--- config.mk ---
export PLATFORM = sky130hd
export DESIGN_NAME = secmon_top
export DESIGN_NICKNAME = d
export VERILOG_FILES = /design/src/rtl/secmon_pkg.sv /design/src/rtl/secmon_top.sv /design/src/rtl/secmon_filt.sv
export SDC_FILE = /design/constraint.sdc
export NUM_CORES = 1
export LEC_CHECK = 0
export BUFFER_PORTS_ARGS = -buffer_cell sky130_fd_sc_hd__buf_2
export CORE_MARGIN = 5
export CORE_UTILIZATION = 50
export DETAILED_ROUTE_END_ITERATION = 12
export PLACE_DENSITY = 0.79
export RECOVER_POWER = 25
export SLEW_MARGIN = 25
export SYNTH_ARGS = -nofsm -noshare
export SYNTH_HDL_FRONTEND = slang
export SYNTH_SLANG_ARGS = --single-unit
--- constraint.sdc ---
create_clock -name i_clk_sys -period 3.73 [get_ports i_clk_sys]
set_clock_uncertainty 0.15 [all_clocks]
set_input_delay 0.373 -clock i_clk_sys [delete_from_list [all_inputs] [get_ports i_clk_sys]]
set_output_delay 0.373 -clock i_clk_sys [all_outputs]
set_load 0.01 [all_outputs]
--- src/rtl/secmon_pkg.sv ---
// Shared constants and types for the security monitor and lifecycle guard.
// Assumes a 50 MHz system clock and a 32-bit AXI4-Lite register bus.
package secmon_pkg;

    // ----------------------------------------------------------------
    // Sizes and timing
    // ----------------------------------------------------------------
    localparam int DET_N = 8;
    localparam int PART_N = 4;
    localparam int FLASH_PARTS = 2;
    localparam int CLK_PERIOD_NS = 20;
    localparam int FILT_NS = 100;
    localparam int FILT_CYC = (FILT_NS + CLK_PERIOD_NS - 1) / CLK_PERIOD_NS;
    localparam int FILT_CNT_W = 3;
    localparam int RST_HOLD_NS = 320;
    localparam int RST_HOLD_CYC = RST_HOLD_NS / CLK_PERIOD_NS;
    localparam int RST_CNT_W = 5;

    // ----------------------------------------------------------------
    // Register offsets and fields
    // ----------------------------------------------------------------
    localparam logic [7:0] OFF_CTRL = 8'h00;
    localparam logic [7:0] OFF_STAT = 8'h04;
    localparam logic [7:0] OFF_BOOT = 8'h08;
    localparam logic [7:0] OFF_LIFE = 8'h0C;
    localparam logic [7:0] OFF_ATTR = 8'h10;
    // Byte addresses 0x20..0x3F: base at 0x20+8*i, limit at 0x24+8*i
    localparam logic [2:0] OFF_PART_PAGE = 3'h1;

    localparam int CTRL_DET_RST = 0;
    localparam int CTRL_ACC_RST = 1;
    localparam int ST_SHIELD = 8;
    localparam int ST_LIFE = 9;
    localparam int ST_INVAL = 10;
    localparam int ST_PROHIB = 11;
    localparam int ST_FLWP = 12;
    localparam int ST_W = 13;
    localparam int BOOT_SRC = 0;
    localparam int BOOT_LOCK = 1;
    localparam int LIFE_NORMAL = 0;
    localparam int ATTR_USER = 0;
    localparam int ATTR_WR = 1;

    localparam logic [1:0] CTRL_RST = 2'h1;
    localparam logic [ST_W-1:0] STAT_RST = 13'h0000;
    localparam logic [2*PART_N-1:0] ATTR_RST = 8'h00;
    localparam logic [31:0] PART_RST = 32'h0000_0000;

    // ----------------------------------------------------------------
    // Memory map seen by the access checker
    // ----------------------------------------------------------------
    localparam logic [31:0] ROM_LO = 32'h0000_0000;
    localparam logic [31:0] ROM_HI = 32'h0000_FFFF;
    localparam logic [31:0] FLASH_LO = 32'h0010_0000;
    localparam logic [31:0] FLASH_HI = 32'h001F_FFFF;
    localparam logic [31:0] TRACE_LO = 32'h001F_F000;
    localparam logic [31:0] TRACE_HI = 32'h001F_FFFF;
    localparam logic [31:0] RAM_LO = 32'h0020_0000;
    localparam logic [31:0] RAM_HI = 32'h0020_FFFF;

    localparam logic [1:0] RESP_OKAY = 2'h0;
    localparam logic [1:0] RESP_SLVERR = 2'h2;
    localparam logic [1:0] RESP_DECERR = 2'h3;

    // ----------------------------------------------------------------
    // Types
    // ----------------------------------------------------------------
    typedef enum logic [1:0] {LC_LOAD, LC_LOCKED, LC_TEST, LC_NORMAL} secmon_lc_type;

    typedef struct packed {
        logic awvalid; logic [31:0] awaddr; logic [2:0] awprot;
        logic wvalid; logic [31:0] wdata; logic [3:0] wstrb;
        logic bready;
        logic arvalid; logic [31:0] araddr; logic [2:0] arprot;
        logic rready;
    } secmon_axi_req_type;

    typedef struct packed {
        logic awready; logic wready;
        logic bvalid; logic [1:0] bresp;
        logic arready;
        logic rvalid; logic [31:0] rdata; logic [1:0] rresp;
    } secmon_axi_rsp_type;

    typedef struct packed {
        logic valid; logic write; logic user; logic [31:0] addr;
    } secmon_acc_req_type;

    typedef struct packed {
        logic done; logic ok; logic trap; logic inval;
    } secmon_acc_rsp_type;

    typedef struct packed {
        logic valid; logic [31:0] pw;
    } secmon_test_req_type;

    typedef struct packed {
        logic clean; logic [FILT_CNT_W-1:0] cnt;
    } secmon_filt_st_type;

endpackage : secmon_pkg

--- src/rtl/secmon_top.sv ---
// Security monitor: detector logging and reaction, access trapping, memory
// protection partitions, boot source, flash write guard and lifecycle lock.
// Assumes an AXI4-Lite master with awprot[0]/arprot[0] marking privilege,
// and detector, access and test inputs synchronous to i_clk_sys.
`timescale 1ns/1ns
module secmon_top
    import secmon_pkg::*;
#(
    // Value is arbitrary; production parts load their own secret
    parameter logic [31:0] TEST_PASSWORD = 32'h5EC0_0A11
) (
    // Clock and reset
    input wire logic i_clk_sys,
    input wire logic i_reset,
    // Register bus
    input wire secmon_axi_req_type i_axi,
    output secmon_axi_rsp_type o_axi,
    // Detectors: true and complementary rails, shield alarm
    input wire logic [DET_N-1:0] i_det,
    input wire logic [DET_N-1:0] i_det_n,
    input wire logic i_shield_alarm,
    // External pads
    input wire logic i_rst_pad_n,
    input wire logic i_clk_pad,
    output logic o_rst_pad_filt_n,
    output logic o_clk_pad_filt,
    // Memory access check
    input wire secmon_acc_req_type i_acc,
    output secmon_acc_rsp_type o_acc,
    // Lifecycle and test port
    input wire logic i_nv_normal,
    input wire secmon_test_req_type i_test,
    output logic o_nv_normal_wr,
    output logic o_test_mode,
    output logic o_functest_en,
    output logic o_test_rej,
    // Reactions and boot
    output logic o_chip_reset,
    output logic o_halt_irq,
    output logic o_boot_flash
);

    typedef struct packed {
        logic [1:0] ctrl;
        logic [ST_W-1:0] stat;
        logic boot_flash;
        logic boot_lock;
        logic [2*PART_N-1:0] attr;
        logic [PART_N-1:0][31:0] base;
        logic [PART_N-1:0][31:0] limit;
        secmon_lc_type lc;
        logic aw_got;
        logic [31:0] aw_addr;
        logic aw_priv;
        logic w_got;
        logic [31:0] wdata;
        logic [3:0] wstrb;
        logic bvalid;
        logic [1:0] bresp;
        logic rvalid;
        logic [31:0] rdata;
        logic [1:0] rresp;
        secmon_acc_rsp_type acc;
        logic [RST_CNT_W-1:0] rst_cnt;
        logic halt;
        logic test_rej;
        logic nv_wr;
    } secmon_st_type;

    // Power-on values of every register
    localparam secmon_st_type ST_RST = '{
        ctrl: CTRL_RST, stat: STAT_RST, boot_flash: 1'b0, boot_lock: 1'b0,
        attr: ATTR_RST, base: {PART_N{PART_RST}}, limit: {PART_N{PART_RST}},
        lc: LC_LOAD, aw_got: 1'b0, aw_addr: 32'h0000_0000, aw_priv: 1'b0,
        w_got: 1'b0, wdata: 32'h0000_0000, wstrb: 4'h0, bvalid: 1'b0,
        bresp: RESP_OKAY, rvalid: 1'b0, rdata: 32'h0000_0000, rresp: RESP_OKAY,
        acc: '{done: 1'b0, ok: 1'b0, trap: 1'b0, inval: 1'b0},
        rst_cnt: '0, halt: 1'b0, test_rej: 1'b0, nv_wr: 1'b0
    };

    secmon_st_type st_r;
    secmon_st_type st_nxt;

    // ----------------------------------------------------------------
    // Helpers
    // ----------------------------------------------------------------
    function automatic logic in_range(input logic [31:0] a, input logic [31:0] lo,
                                      input logic [31:0] hi);
        return (a >= lo) && (a <= hi);
    endfunction : in_range

    function automatic logic [31:0] apply_strb(input logic [31:0] old,
                                               input logic [31:0] wd, input logic [3:0] strb);
        logic [31:0] r;
        r = old;
        for (int b = 0; b < 4; b++) begin
            if (strb[b]) begin
                r[8*b +: 8] = wd[8*b +: 8];
            end
        end
        return r;
    endfunction : apply_strb

    // Returns {mapped, read data}; reserved bits read as zero
    function automatic logic [32:0] reg_read(input secmon_st_type s, input logic [31:0] a);
        logic [32:0] r;
        r = {1'b1, 32'h0000_0000};
        if (a[31:8] != 24'h000000) begin
            r[32] = 1'b0;
        end else if (a[7:5] == OFF_PART_PAGE) begin
            r[31:0] = a[2] ? s.limit[a[4:3]] : s.base[a[4:3]];
        end else begin
            case ({a[7:2], 2'b00})
                OFF_CTRL: r[1:0] = s.ctrl;
                OFF_STAT: r[ST_W-1:0] = s.stat;
                OFF_BOOT: r[1:0] = {s.boot_lock, s.boot_flash};
                OFF_LIFE: r[1:0] = {s.lc == LC_TEST, s.lc == LC_NORMAL};
                OFF_ATTR: r[2*PART_N-1:0] = s.attr;
                default: r[32] = 1'b0;
            endcase
        end
        return r;
    endfunction : reg_read

    // ----------------------------------------------------------------
    // Pad filters
    // ----------------------------------------------------------------
    secmon_filt #(.INIT(1'b1)) u_filt_rst (
        .i_clk_sys(i_clk_sys),
        .i_reset(i_reset),
        .i_raw(i_rst_pad_n),
        .o_clean(o_rst_pad_filt_n)
    );

    secmon_filt #(.INIT(1'b0)) u_filt_clk (
        .i_clk_sys(i_clk_sys),
        .i_reset(i_reset),
        .i_raw(i_clk_pad),
        .o_clean(o_clk_pad_filt)
    );

    // ----------------------------------------------------------------
    // Next-state logic
    // ----------------------------------------------------------------
    logic aw_rdy, w_rdy, ar_rdy;
    logic [ST_W-1:0] set_bits, clr_bits;
    logic tamper, det_evt, acc_evt;
    logic in_rom, in_fl, in_ram, in_trace, user_ok, wr_block, part_hit;
    logic a_inval, a_prohib, a_flwp;
    logic [32:0] wr_look, rd_look;
    logic [31:0] wr_val, clr_word;

    assign aw_rdy = !st_r.aw_got && !st_r.bvalid;
    assign w_rdy = !st_r.w_got && !st_r.bvalid;
    assign ar_rdy = !st_r.rvalid;

    always_comb begin
        st_nxt = st_r;
        st_nxt.test_rej = 1'b0;
        st_nxt.nv_wr = 1'b0;
        st_nxt.acc.done = 1'b0;
        clr_bits = '0;

        // Detectors log regardless of any setting; a broken rail pair is tamper
        tamper = (i_det ^ i_det_n) != {DET_N{1'b1}};
        set_bits = '0;
        set_bits[DET_N-1:0] = i_det;
        set_bits[ST_SHIELD] = i_shield_alarm;
        set_bits[ST_LIFE] = tamper;

        // Access check against map, partitions and lifecycle
        in_rom = in_range(i_acc.addr, ROM_LO, ROM_HI);
        in_fl = in_range(i_acc.addr, FLASH_LO, FLASH_HI);
        in_ram = in_range(i_acc.addr, RAM_LO, RAM_HI);
        in_trace = in_range(i_acc.addr, TRACE_LO, TRACE_HI);
        user_ok = 1'b0;
        wr_block = 1'b0;
        part_hit = 1'b0;
        for (int i = 0; i < PART_N; i++) begin
            part_hit = ((i < FLASH_PARTS) ? in_fl : in_ram)
                       && in_range(i_acc.addr, st_r.base[i], st_r.limit[i]);
            if (part_hit && st_r.attr[2*i+ATTR_USER]
                    && (!i_acc.write || st_r.attr[2*i+ATTR_WR])) begin
                user_ok = 1'b1;
            end
            if (part_hit && in_fl && !st_r.attr[2*i+ATTR_WR]) begin
                wr_block = 1'b1;
            end
        end
        a_inval = !(in_rom || in_fl || in_ram);
        a_prohib = !a_inval && ((in_rom && i_acc.write)
                   || (i_acc.user && !in_rom && !user_ok));
        a_flwp = in_fl && i_acc.write
                 && (wr_block || (in_trace && st_r.lc == LC_NORMAL));
        if (i_acc.valid) begin
            st_nxt.acc.done = 1'b1;
            st_nxt.acc.ok = !(a_inval || a_prohib || a_flwp);
            st_nxt.acc.trap = a_prohib || a_flwp;
            st_nxt.acc.inval = a_inval;
            set_bits[ST_INVAL] = a_inval;
            set_bits[ST_PROHIB] = a_prohib;
            set_bits[ST_FLWP] = a_flwp;
        end
        acc_evt = |set_bits[ST_FLWP:ST_INVAL];
        det_evt = |set_bits[ST_LIFE:0];

        // Lifecycle; a normal-mode mark in non-volatile memory always wins
        case (st_r.lc)
            LC_LOAD: begin
                st_nxt.lc = LC_LOCKED;
            end
            LC_LOCKED: begin
                if (i_test.valid && i_test.pw == TEST_PASSWORD) begin
                    st_nxt.lc = LC_TEST;
                end else if (i_test.valid) begin
                    st_nxt.test_rej = 1'b1;
                end
            end
            LC_TEST: begin
                st_nxt.lc = LC_TEST;
            end
            LC_NORMAL: begin
                st_nxt.test_rej = i_test.valid;
            end
            default: begin
                st_nxt.lc = LC_NORMAL;
            end
        endcase
        if (i_nv_normal) begin
            st_nxt.lc = LC_NORMAL;
        end

        // Write channel: address and data in either order
        if (i_axi.awvalid && aw_rdy) begin
            st_nxt.aw_got = 1'b1;
            st_nxt.aw_addr = i_axi.awaddr;
            st_nxt.aw_priv = i_axi.awprot[0];
        end
        if (i_axi.wvalid && w_rdy) begin
            st_nxt.w_got = 1'b1;
            st_nxt.wdata = i_axi.wdata;
            st_nxt.wstrb = i_axi.wstrb;
        end
        wr_look = reg_read(st_r, st_r.aw_addr);
        wr_val = apply_strb(wr_look[31:0], st_r.wdata, st_r.wstrb);
        clr_word = apply_strb(32'h0000_0000, st_r.wdata, st_r.wstrb);
        if (st_r.aw_got && st_r.w_got) begin
            st_nxt.aw_got = 1'b0;
            st_nxt.w_got = 1'b0;
            st_nxt.bvalid = 1'b1;
            st_nxt.bresp = RESP_OKAY;
            if (!wr_look[32]) begin
                st_nxt.bresp = RESP_DECERR;
            end else if (!st_r.aw_priv) begin
                st_nxt.bresp = RESP_SLVERR;
            end else if (st_r.aw_addr[7:5] == OFF_PART_PAGE) begin
                if (st_r.aw_addr[2]) begin
                    st_nxt.limit[st_r.aw_addr[4:3]] = wr_val;
                end else begin
                    st_nxt.base[st_r.aw_addr[4:3]] = wr_val;
                end
            end else begin
                case ({st_r.aw_addr[7:2], 2'b00})
                    OFF_CTRL: st_nxt.ctrl = wr_val[1:0];
                    OFF_STAT: clr_bits = clr_word[ST_W-1:0];
                    OFF_BOOT: begin
                        if (st_r.boot_lock) begin
                            st_nxt.bresp = RESP_SLVERR;
                        end else begin
                            st_nxt.boot_flash = wr_val[BOOT_SRC];
                            st_nxt.boot_lock = wr_val[BOOT_LOCK];
                        end
                    end
                    OFF_LIFE: begin
                        if (wr_val[LIFE_NORMAL] && st_r.lc == LC_TEST) begin
                            st_nxt.lc = LC_NORMAL;
                            st_nxt.nv_wr = 1'b1;
                        end
                    end
                    OFF_ATTR: st_nxt.attr = wr_val[2*PART_N-1:0];
                    default: st_nxt.bresp = RESP_DECERR;
                endcase
            end
        end
        if (st_r.bvalid && i_axi.bready) begin
            st_nxt.bvalid = 1'b0;
        end

        // Read channel; reads need no privilege and have no side effect
        rd_look = reg_read(st_r, i_axi.araddr);
        if (st_r.rvalid && i_axi.rready) begin
            st_nxt.rvalid = 1'b0;
        end
        if (i_axi.arvalid && ar_rdy) begin
            st_nxt.rvalid = 1'b1;
            st_nxt.rdata = rd_look[32] ? rd_look[31:0] : 32'h0000_0000;
            st_nxt.rresp = rd_look[32] ? RESP_OKAY : RESP_DECERR;
        end

        // Set wins over a clear landing in the same cycle
        st_nxt.stat = (st_r.stat & ~clr_bits) | set_bits;

        // Reaction: hold chip reset for a fixed time, else flag; with CTRL_DET_RST clear a shield alarm also raises halt IRQ
        if ((det_evt && st_r.ctrl[CTRL_DET_RST])
                || (acc_evt && st_r.ctrl[CTRL_ACC_RST])) begin
            st_nxt.rst_cnt = RST_CNT_W'(RST_HOLD_CYC);
        end else if (st_r.rst_cnt != '0) begin
            st_nxt.rst_cnt = st_r.rst_cnt - 1'b1;
        end
        st_nxt.halt = !st_r.ctrl[CTRL_DET_RST] && st_nxt.stat[ST_SHIELD];
    end

    always_ff @(posedge i_clk_sys) begin
        if (i_reset) begin
            st_r <= ST_RST;
        end else begin
            st_r <= st_nxt;
        end
    end

    // ----------------------------------------------------------------
    // Outputs
    // ----------------------------------------------------------------
    assign o_axi = '{awready: aw_rdy, wready: w_rdy, bvalid: st_r.bvalid,
                     bresp: st_r.bresp, arready: ar_rdy, rvalid: st_r.rvalid,
                     rdata: st_r.rdata, rresp: st_r.rresp};
    assign o_acc = st_r.acc;
    assign o_nv_normal_wr = st_r.nv_wr;
    assign o_test_mode = st_r.lc == LC_TEST;
    assign o_functest_en = st_r.lc == LC_TEST;
    assign o_test_rej = st_r.test_rej;
    assign o_chip_reset = st_r.rst_cnt != '0;
    assign o_halt_irq = st_r.halt;
    assign o_boot_flash = st_r.boot_flash;

endmodule : secmon_top

--- src/rtl/secmon_filt.sv ---
// Glitch and high-frequency filter for one external pad signal.
// Assumes the pad level is already synchronous to i_clk_sys.
`timescale 1ns/1ns
module secmon_filt
    import secmon_pkg::*;
#(
    parameter logic INIT = 1'b0
) (
    // Clock and reset
    input wire logic i_clk_sys,
    input wire logic i_reset,
    // Pad in, clean level out
    input wire logic i_raw,
    output logic o_clean
);

    secmon_filt_st_type st_r;
    secmon_filt_st_type st_nxt;

    // ----------------------------------------------------------------
    // Accept a new level only after it has stood FILT_CYC samples
    // ----------------------------------------------------------------
    always_comb begin
        st_nxt = st_r;
        if (i_raw == st_r.clean) begin
            st_nxt.cnt = '0;
        end else if (st_r.cnt == FILT_CNT_W'(FILT_CYC - 1)) begin
            st_nxt.clean = i_raw;
            st_nxt.cnt = '0;
        end else begin
            st_nxt.cnt = st_r.cnt + 1'b1;
        end
    end

    always_ff @(posedge i_clk_sys) begin
        if (i_reset) begin
            st_r <= '{clean: INIT, cnt: '0};
        end else begin
            st_r <= st_nxt;
        end
    end

    assign o_clean = st_r.clean;

endmodule : secmon_filt

==> flow_metrics.py, run 1 <==
metrics = {
    "setup_path": {
        "cp-end-kind": "flip-flop",
        "required_ns": 4.07,
        "path_max_fanout": 4,
        "start_kind": "flip-flop",
        "reg2reg_to": "st_r[4]",
        "reg2reg_from": "st_r[220]",
        "r2r_setup_slack_ns": 0.09,
        "reg2regPathDepth": 12,
        "crit_type": "flip-flop to flip-flop",
        "arrival_ns": 3.97,
    },
    "synthesis": {
        "synth_top_family_by_area": "compound AO/OA/AOI/OAI gates",
        "syn_area_mm2": 0.0256,
        "ys_ff_latch": 409,
        "synthFlopType": "dfxtp_1",
        "yosys_warnings": 0,
        "synth_edf_count": 0,
        "synthXorXnorAreaFrac_pct": 0.445,
        "synth-compound-area-share_pct": 18.0,
        "yosysSeqAreaShare_pct": 32.0,
        "postSynth.asyncResetShare_pct": 0,
        "muxShareOfSynthArea_pct": 14.0,
        "synth_simple_gate_area_share_pct": 14.9,
        "synthAdderAreaFrac_pct": 12.8,
        "syn_inst": 2913,
        "synthDistinctLibCells": 72,
        "syn_area_per_cell_um2": 8.79,
        "synth_nets": 3376,
    },
    "sta": {
        "maxSlewViolCount": 91,
        "maxSlewHeadroom_pct": -27.2,
        "hold_viol": 0,
        "worstMarginPinSlew_ns": 1.91,
        "finalSetupViolCount": 0,
        "max_clock_freq_mhz": 275,
        "min_period_over_period_pct": 97.5,
        "rsz0062_at_grt": "false",
        "fin_crit_ns": 3.64,
        "tns_ns": 0,
    },
    "cts": {
        "cts_buffers": 44,
        "ctsHtreeMaxLevel": 2,
        "ctsRootBufferMaster": "clkbuf_16",
        "clock_path_buffers": 3,
        "clk_pin_slew_worst_paths_ns": 0.06,
        "cts_sinks": 409,
        "cts_tree": "done",
        "insertion_delay_ns": 0.58,
    },
    "global_route": {
        "grt_overflow": 0,
        "grt_pass1_wl_mm": 131,
        "grt_pass1_vias": 22800,
        "grt_usage_pct": 29.4,
        "grt_start_max_net_pins": 119,
        "antenna_found_initial": 6,
    },
    "floorplan": {
        "die_x_um": 236,
        "coreArea_mm2": 0.0510,
        "start_util_pct": 50.2,
        "ios": 255,
        "dieArea_mm2": 0.0559,
        "dieHeight_um": 236,
        "rows": 83,
    },
    "cells_and_area": {
        "drive_gt1_share_pct": 15.8,
        "layout_commonest_cell": "dfxtp_1",
        "final_area_mm2": 0.0299,
        "finalNonFillerCells": 3880,
        "layout_common_cells": "dfxtp_1 (406), nor2_1 (376), a211oi_1 (282)",
        "final_nets": 3622,
        "area_growth_pct": 16.6,
    },
    "run_status": {
        "violations": "max-capacitance violations, max-slew violations",
        "status": "finished with violations",
    },
    "min_path": {
        "worst_hold_path_type": "primary input to flip-flop",
        "min_to": "st_r[390]",
        "min_from": "i_reset",
        "hold_depth": 2,
    },
    "place": {
        "detailed_place_hpwl_mm": 60.3,
        "place.gp.congestion": 1.00,
        "port-buffer-count": 245,
        "dpl-instance-area_mm2": 0.0276,
        "placedCellCount": 3708,
    },
    "detailed_routing": {
        "ant_nets": 0,
        "routed_wl_mm": 85.4,
        "vias": 23900,
        "post_drt_via_cell_ratio": 6.16,
        "wl_per_cell_um": 22.0,
        "drc": 0,
        "dr.first_iter.drc_count": 2686,
        "dr.pass1.iters": 6,
    },
    "pwr": {
        "p_leak_nw": 10.2,
        "ir_drop_v": 0.000352,
        "fin_total_pwr_mw": 10.1,
        "p_per_area_mw_per_mm2": 340,
    },
    "job": {
        "drv_cap": 3,
    },
}
[per-stage QoR]
stage | hold slack, ns | setup slack (ns) | utilization, %
after floorplan | 0.286 | 0.505 | -
after global placement | 0.292 | 0.0213 | 54.2
after detailed placement | 0.297 | -0.0278 | 54.2
after CTS | 0.0481 | 0.0374 | 58.6
after global routing | 0.0896 | 0.00220 | 58.5
final | 0.0785 | 0.0934 | 58.6
[synth_stat cells (20+ instances only)]
cell type / instances / share of area, %
a22oi_1: 37 / 1.1
nor4_1: 36 / 0.88
inv_1: 271 / 4.0
a21oi_1: 219 / 4.3
nand3_1: 30 / 0.59
nand4_1: 53 / 1.3
buf_4: 47 / 1.4
buf_1: 27 / 0.40
nor3_1: 44 / 0.86
o21ai_0: 55 / 1.1
a21o_1: 20 / 0.59
a211oi_1: 282 / 8.3
nor2_1: 378 / 5.5
mux2i_1: 65 / 2.5
ha_1: 262 / 13
mux4_2: 130 / 11
clkbuf_1: 129 / 1.9
nand2_1: 230 / 3.4
dfxtp_1: 409 / 32
[report_power, final]
group | switching [mW] | total (mW) | internal, mW
Clock | 1.88 | 4.38 | 2.50
Sequential | 0.0988 | 4.54 | 4.44
Combinational | 0.724 | 1.23 | 0.504
[how the worst max path moves through the flow]
stage | startpoint | end | slack, ns | cells past startpoint
after floorplan | i_acc[0] | st_r[7] | 0.51 | 12
final | st_r[220] | st_r[4] | 0.09 | 12
after CTS | st_r[220] | o_acc[1] | 0.04 | 13
after global placement | i_acc[0] | st_r[6] | 0.02 | 14
after global routing | st_r[220] | st_r[5] | 0.002 | 13
after detailed placement | i_acc[31] | o_acc[1] | -0.03 | 14
[logic make-up after synthesis]
family                   count (synthesis)
AO/OA/AOI/OAI                          692
multiplexers                           195
buffers and inverters                  489
adder cells (fa/ha/maj)                262
flip-flops                             409
AND/OR/NAND/NOR                        853
XOR/XNOR                                13
[cell type report]
| class | instances | area (um^2) |
|---|---|---|
| clock buffers | 64 | 1270 |
| diodes | 7 | 17.5 |
| clock inverters | 16 | 155 |
| inverters | 271 | 1020 |
| well taps | 680 | 851 |
| multi-input cells | 2015 | 15500 |
| flip-flops and latches | 409 | 8200 |
| fillers | 4271 | 21100 |
| repair buffers | 418 | 2890 |
[critical path: stages (launching register included)]
cell and delay, ns:
dfxtp_1 0.38, inv_1 0.09, ha_1 0.29, nor2b_1 0.13, o211ai_1 0.19, a2111oi_0 0.13, or4b_1 0.63, a221o_1 0.40
or2_0 0.23, o221ai_2 0.16, nor4bb_1 0.11, o311a_4 0.40, nor4_1 0.25
[registers in the layout (all words and copies together) (netlist names), 3 cells and up]
signal,cells
st_r,356
o_acc,4
u_filt_clk.st_r,3
o_axi,37
u_filt_rst.st_r,3
[layer usage]
| metal | up-vias | wire length, um | global-route usage (%) |
|---|---|---|---|
| met5 | - | 20 | 0 |
| met4 | 4 | 4680 | 13.7 |
| met3 | 289 | 7660 | 5.89 |
| met2 | 1270 | 39000 | 46.4 |
| met1 | 11300 | 34000 | 38.9 |
| li1 | 11000 | - | - |
[timing repair]
| item | in CTS | in global routing |
|---|---|---|
| buffers inserted | 0 | 0 |
| endpoints found under the setup margin | 0 | 8 |
| resized for setup | 0 | 4 |
| hold endpoints to repair | 86 | 1 |
| hold buffers | 84 | 1 |
Note: power is estimated with default switching activity, not from simulation.
==> inputs of run 2 (changes only) <==
PLACE_DENSITY = 0.69   (was 0.79)
SLEW_MARGIN = 10   (was 25)
==> flow_metrics.py, run 2 (synthesis results as in run 1) <==
metrics = {
    "sta": {
        "finalSetupViolCount": 0,
        "worstMarginPinSlew_ns": 2.65,
        "maxSlewViolCount": 91,
        "min_period_over_period_pct": 99.1,
        "layout_setup_ws_ns": 0.0341,
        "tns_ns": 0,
        "holdWs_ns": 0.204,
        "hold_viol": 0,
        "fin_crit_ns": 3.70,
        "maxSlewHeadroom_pct": -76.7,
        "max_clock_freq_mhz": 271,
    },
    "floorplan": {
        "dieHeight_um": 236,
        "die_x_um": 236,
        "ios": 255,
        "start_util_pct": 50.2,
        "dieArea_mm2": 0.0559,
        "coreArea_mm2": 0.0510,
        "rows": 83,
    },
    "setup_path": {
        "critPathBufInv": 2,
        "cp_top_family": "simple AND/OR/NAND/NOR gates",
        "reg2regPathDepth": 12,
        "r2r_setup_slack_ns": 0.03,
        "crit_type": "flip-flop to flip-flop",
        "startpoint": "st_r[300]",
        "cpMostUsedCell": "o2111ai_1",
        "reg2reg_from": "st_r[300]",
        "cp-end-kind": "flip-flop",
        "reg2reg_to": "st_r[3]",
        "cp-endpoint": "st_r[3]",
        "arrival_ns": 4.04,
        "crit_chain": "inv_1, ha_1, and4_1, nand2_1, nor3_1, o41ai_2, buf_4, o2111ai_1, o2111ai_1, nor4bb_2, o311a_4, nor4_1",
        "path_max_fanout": 5,
        "max_stage_delay_ns": 0.63,
        "cp.depth": 12,
        "start_kind": "flip-flop",
        "required_ns": 4.08,
        "crit_slowest_cell": "nor3_1",
    },
    "cells_and_area": {
        "utilization_pct": 59.1,
        "regMostFlops": "st_r",
        "layout_commonest_cell": "dfxtp_1",
        "final_nets": 3619,
        "final_area_mm2": 0.0301,
        "largest_register_ff_count": 356,
        "finalNonFillerCells": 3877,
        "layout_common_cells": "dfxtp_1 (405), nor2_1 (376), a211oi_1 (282)",
        "area_growth_pct": 17.6,
        "drive_gt1_share_pct": 16.2,
    },
    "global_route": {
        "grt_usage_pct": 30.9,
        "antenna_found_initial": 6,
        "grt_start_max_net_pins": 161,
        "grt_pass1_wl_mm": 137,
        "grt_overflow": 0,
        "grt_pass1_vias": 23600,
    },
    "cts": {
        "cts_sinks": 409,
        "ctsHtreeMaxLevel": 2,
        "cts_buffers": 47,
        "cts_tree": "done",
        "insertion_delay_ns": 0.59,
        "ctsRootBufferMaster": "clkbuf_16",
        "clk_pin_slew_worst_paths_ns": 0.06,
        "clock_path_buffers": 3,
    },
    "pwr": {
        "p_per_area_mw_per_mm2": 361,
        "fin_total_pwr_mw": 10.9,
        "p_sw_share_pct": 26.3,
        "p_int_mw": 8.00,
        "seqPwrFrac_pct": 41.7,
        "p_sw_mw": 2.86,
        "ir_drop_v": 0.000340,
        "p_leak_nw": 10.3,
        "p_clk_share_pct": 46.7,
        "combPwrFrac_pct": 11.6,
    },
    "detailed_routing": {
        "wl_per_cell_um": 23.3,
        "dr.first_iter.drc_count": 2093,
        "drc": 0,
        "dr.pass1.iters": 6,
        "vias": 23900,
        "routed_wl_mm": 90.2,
        "ant_nets": 0,
        "post_drt_via_cell_ratio": 6.16,
    },
    "place": {
        "detailed_place_hpwl_mm": 64.3,
        "port-buffer-count": 245,
        "place_ws_ns": -0.0836,
        "place.gp.congestion": 0.985,
        "dpl-instance-area_mm2": 0.0275,
        "placedCellCount": 3700,
    },
    "run_status": {
        "violations": "max-capacitance violations, max-slew violations",
        "status": "finished with violations",
    },
    "min_path": {
        "worst_hold_path_type": "primary input to flip-flop",
    },
    "job": {
        "drv_cap": 3,
    },
}
run 2: cell count changes in the layout (fill, tap and decap cells not counted), sizes merged:
cell         previous run  this run
clkinvlp                4         2
inv                   272       274
clkinv                  9        13
bufinv                  2         8
dlygate4sd3            85        86
clkbuf                120       116
buf                   277       271
diode                   7         3
run 2: worst min-delay path: stages:
cell and delay (ns):
buf_2 0.09, xnor2_1 0.11, nor4_1 0.04, nand2_1 0.16, a21oi_1 0.07, nor2_1 0.08
run 2: metal layers:
layer / track usage [%] / up-vias / wire, um
met5: 0 / - / 41
met4: 16.0 / 6 / 5440
met3: 4.82 / 268 / 6220
met2: 51.5 / 1044 / 43000
met1: 38.8 / 11500 / 35500
li1: - / 11000 / -
run 2: timing repair:
item	CTS	global route
hold endpoints to repair	88	0
hold buffers	86	0
setup endpoints to repair	0	10
gates resized for setup	0	11
buffers inserted	0	1
run 2: power groups by stage:
stage                     clock (mW)  combinational [mW]  sequential, mW
final                           5.08                1.26            4.53
after detailed placement           0                1.14            4.63
after floorplan                    0               0.723            4.57
after global routing            5.30                1.37            4.53
after CTS                       5.12                1.22            4.53
after global placement             0                1.11            4.62
run 2: final cells by class:
class | count | area (um^2)
repair buffers | 412 | 2860
well taps | 680 | 851
flip-flops and latches | 409 | 8200
fillers | 4391 | 20900
inverters | 271 | 1020
diodes | 3 | 7.51
multi-input cells | 2015 | 15500
clock buffers | 61 | 1310
clock inverters | 26 | 379
run 2: how the worst min path moves through the flow:
| stage | endpoint | cells after the start | startpoint | slack, ns |
|---|---|---|---|---|
| 2_1_floorplan | st_r[105] | 2 | st_r[105] | 0.29 |
| 3_3_place_gp | st_r[105] | 2 | st_r[105] | 0.29 |
| 3_5_place_dp | st_r[103] | 2 | st_r[103] | 0.30 |
| 4_1_cts | st_r[398] | 6 | i_det_n[0] | 0.16 |
| 5_1_grt | st_r[398] | 6 | i_det_n[3] | 0.22 |
| 6_report | st_r[398] | 6 | i_det_n[0] | 0.20 |
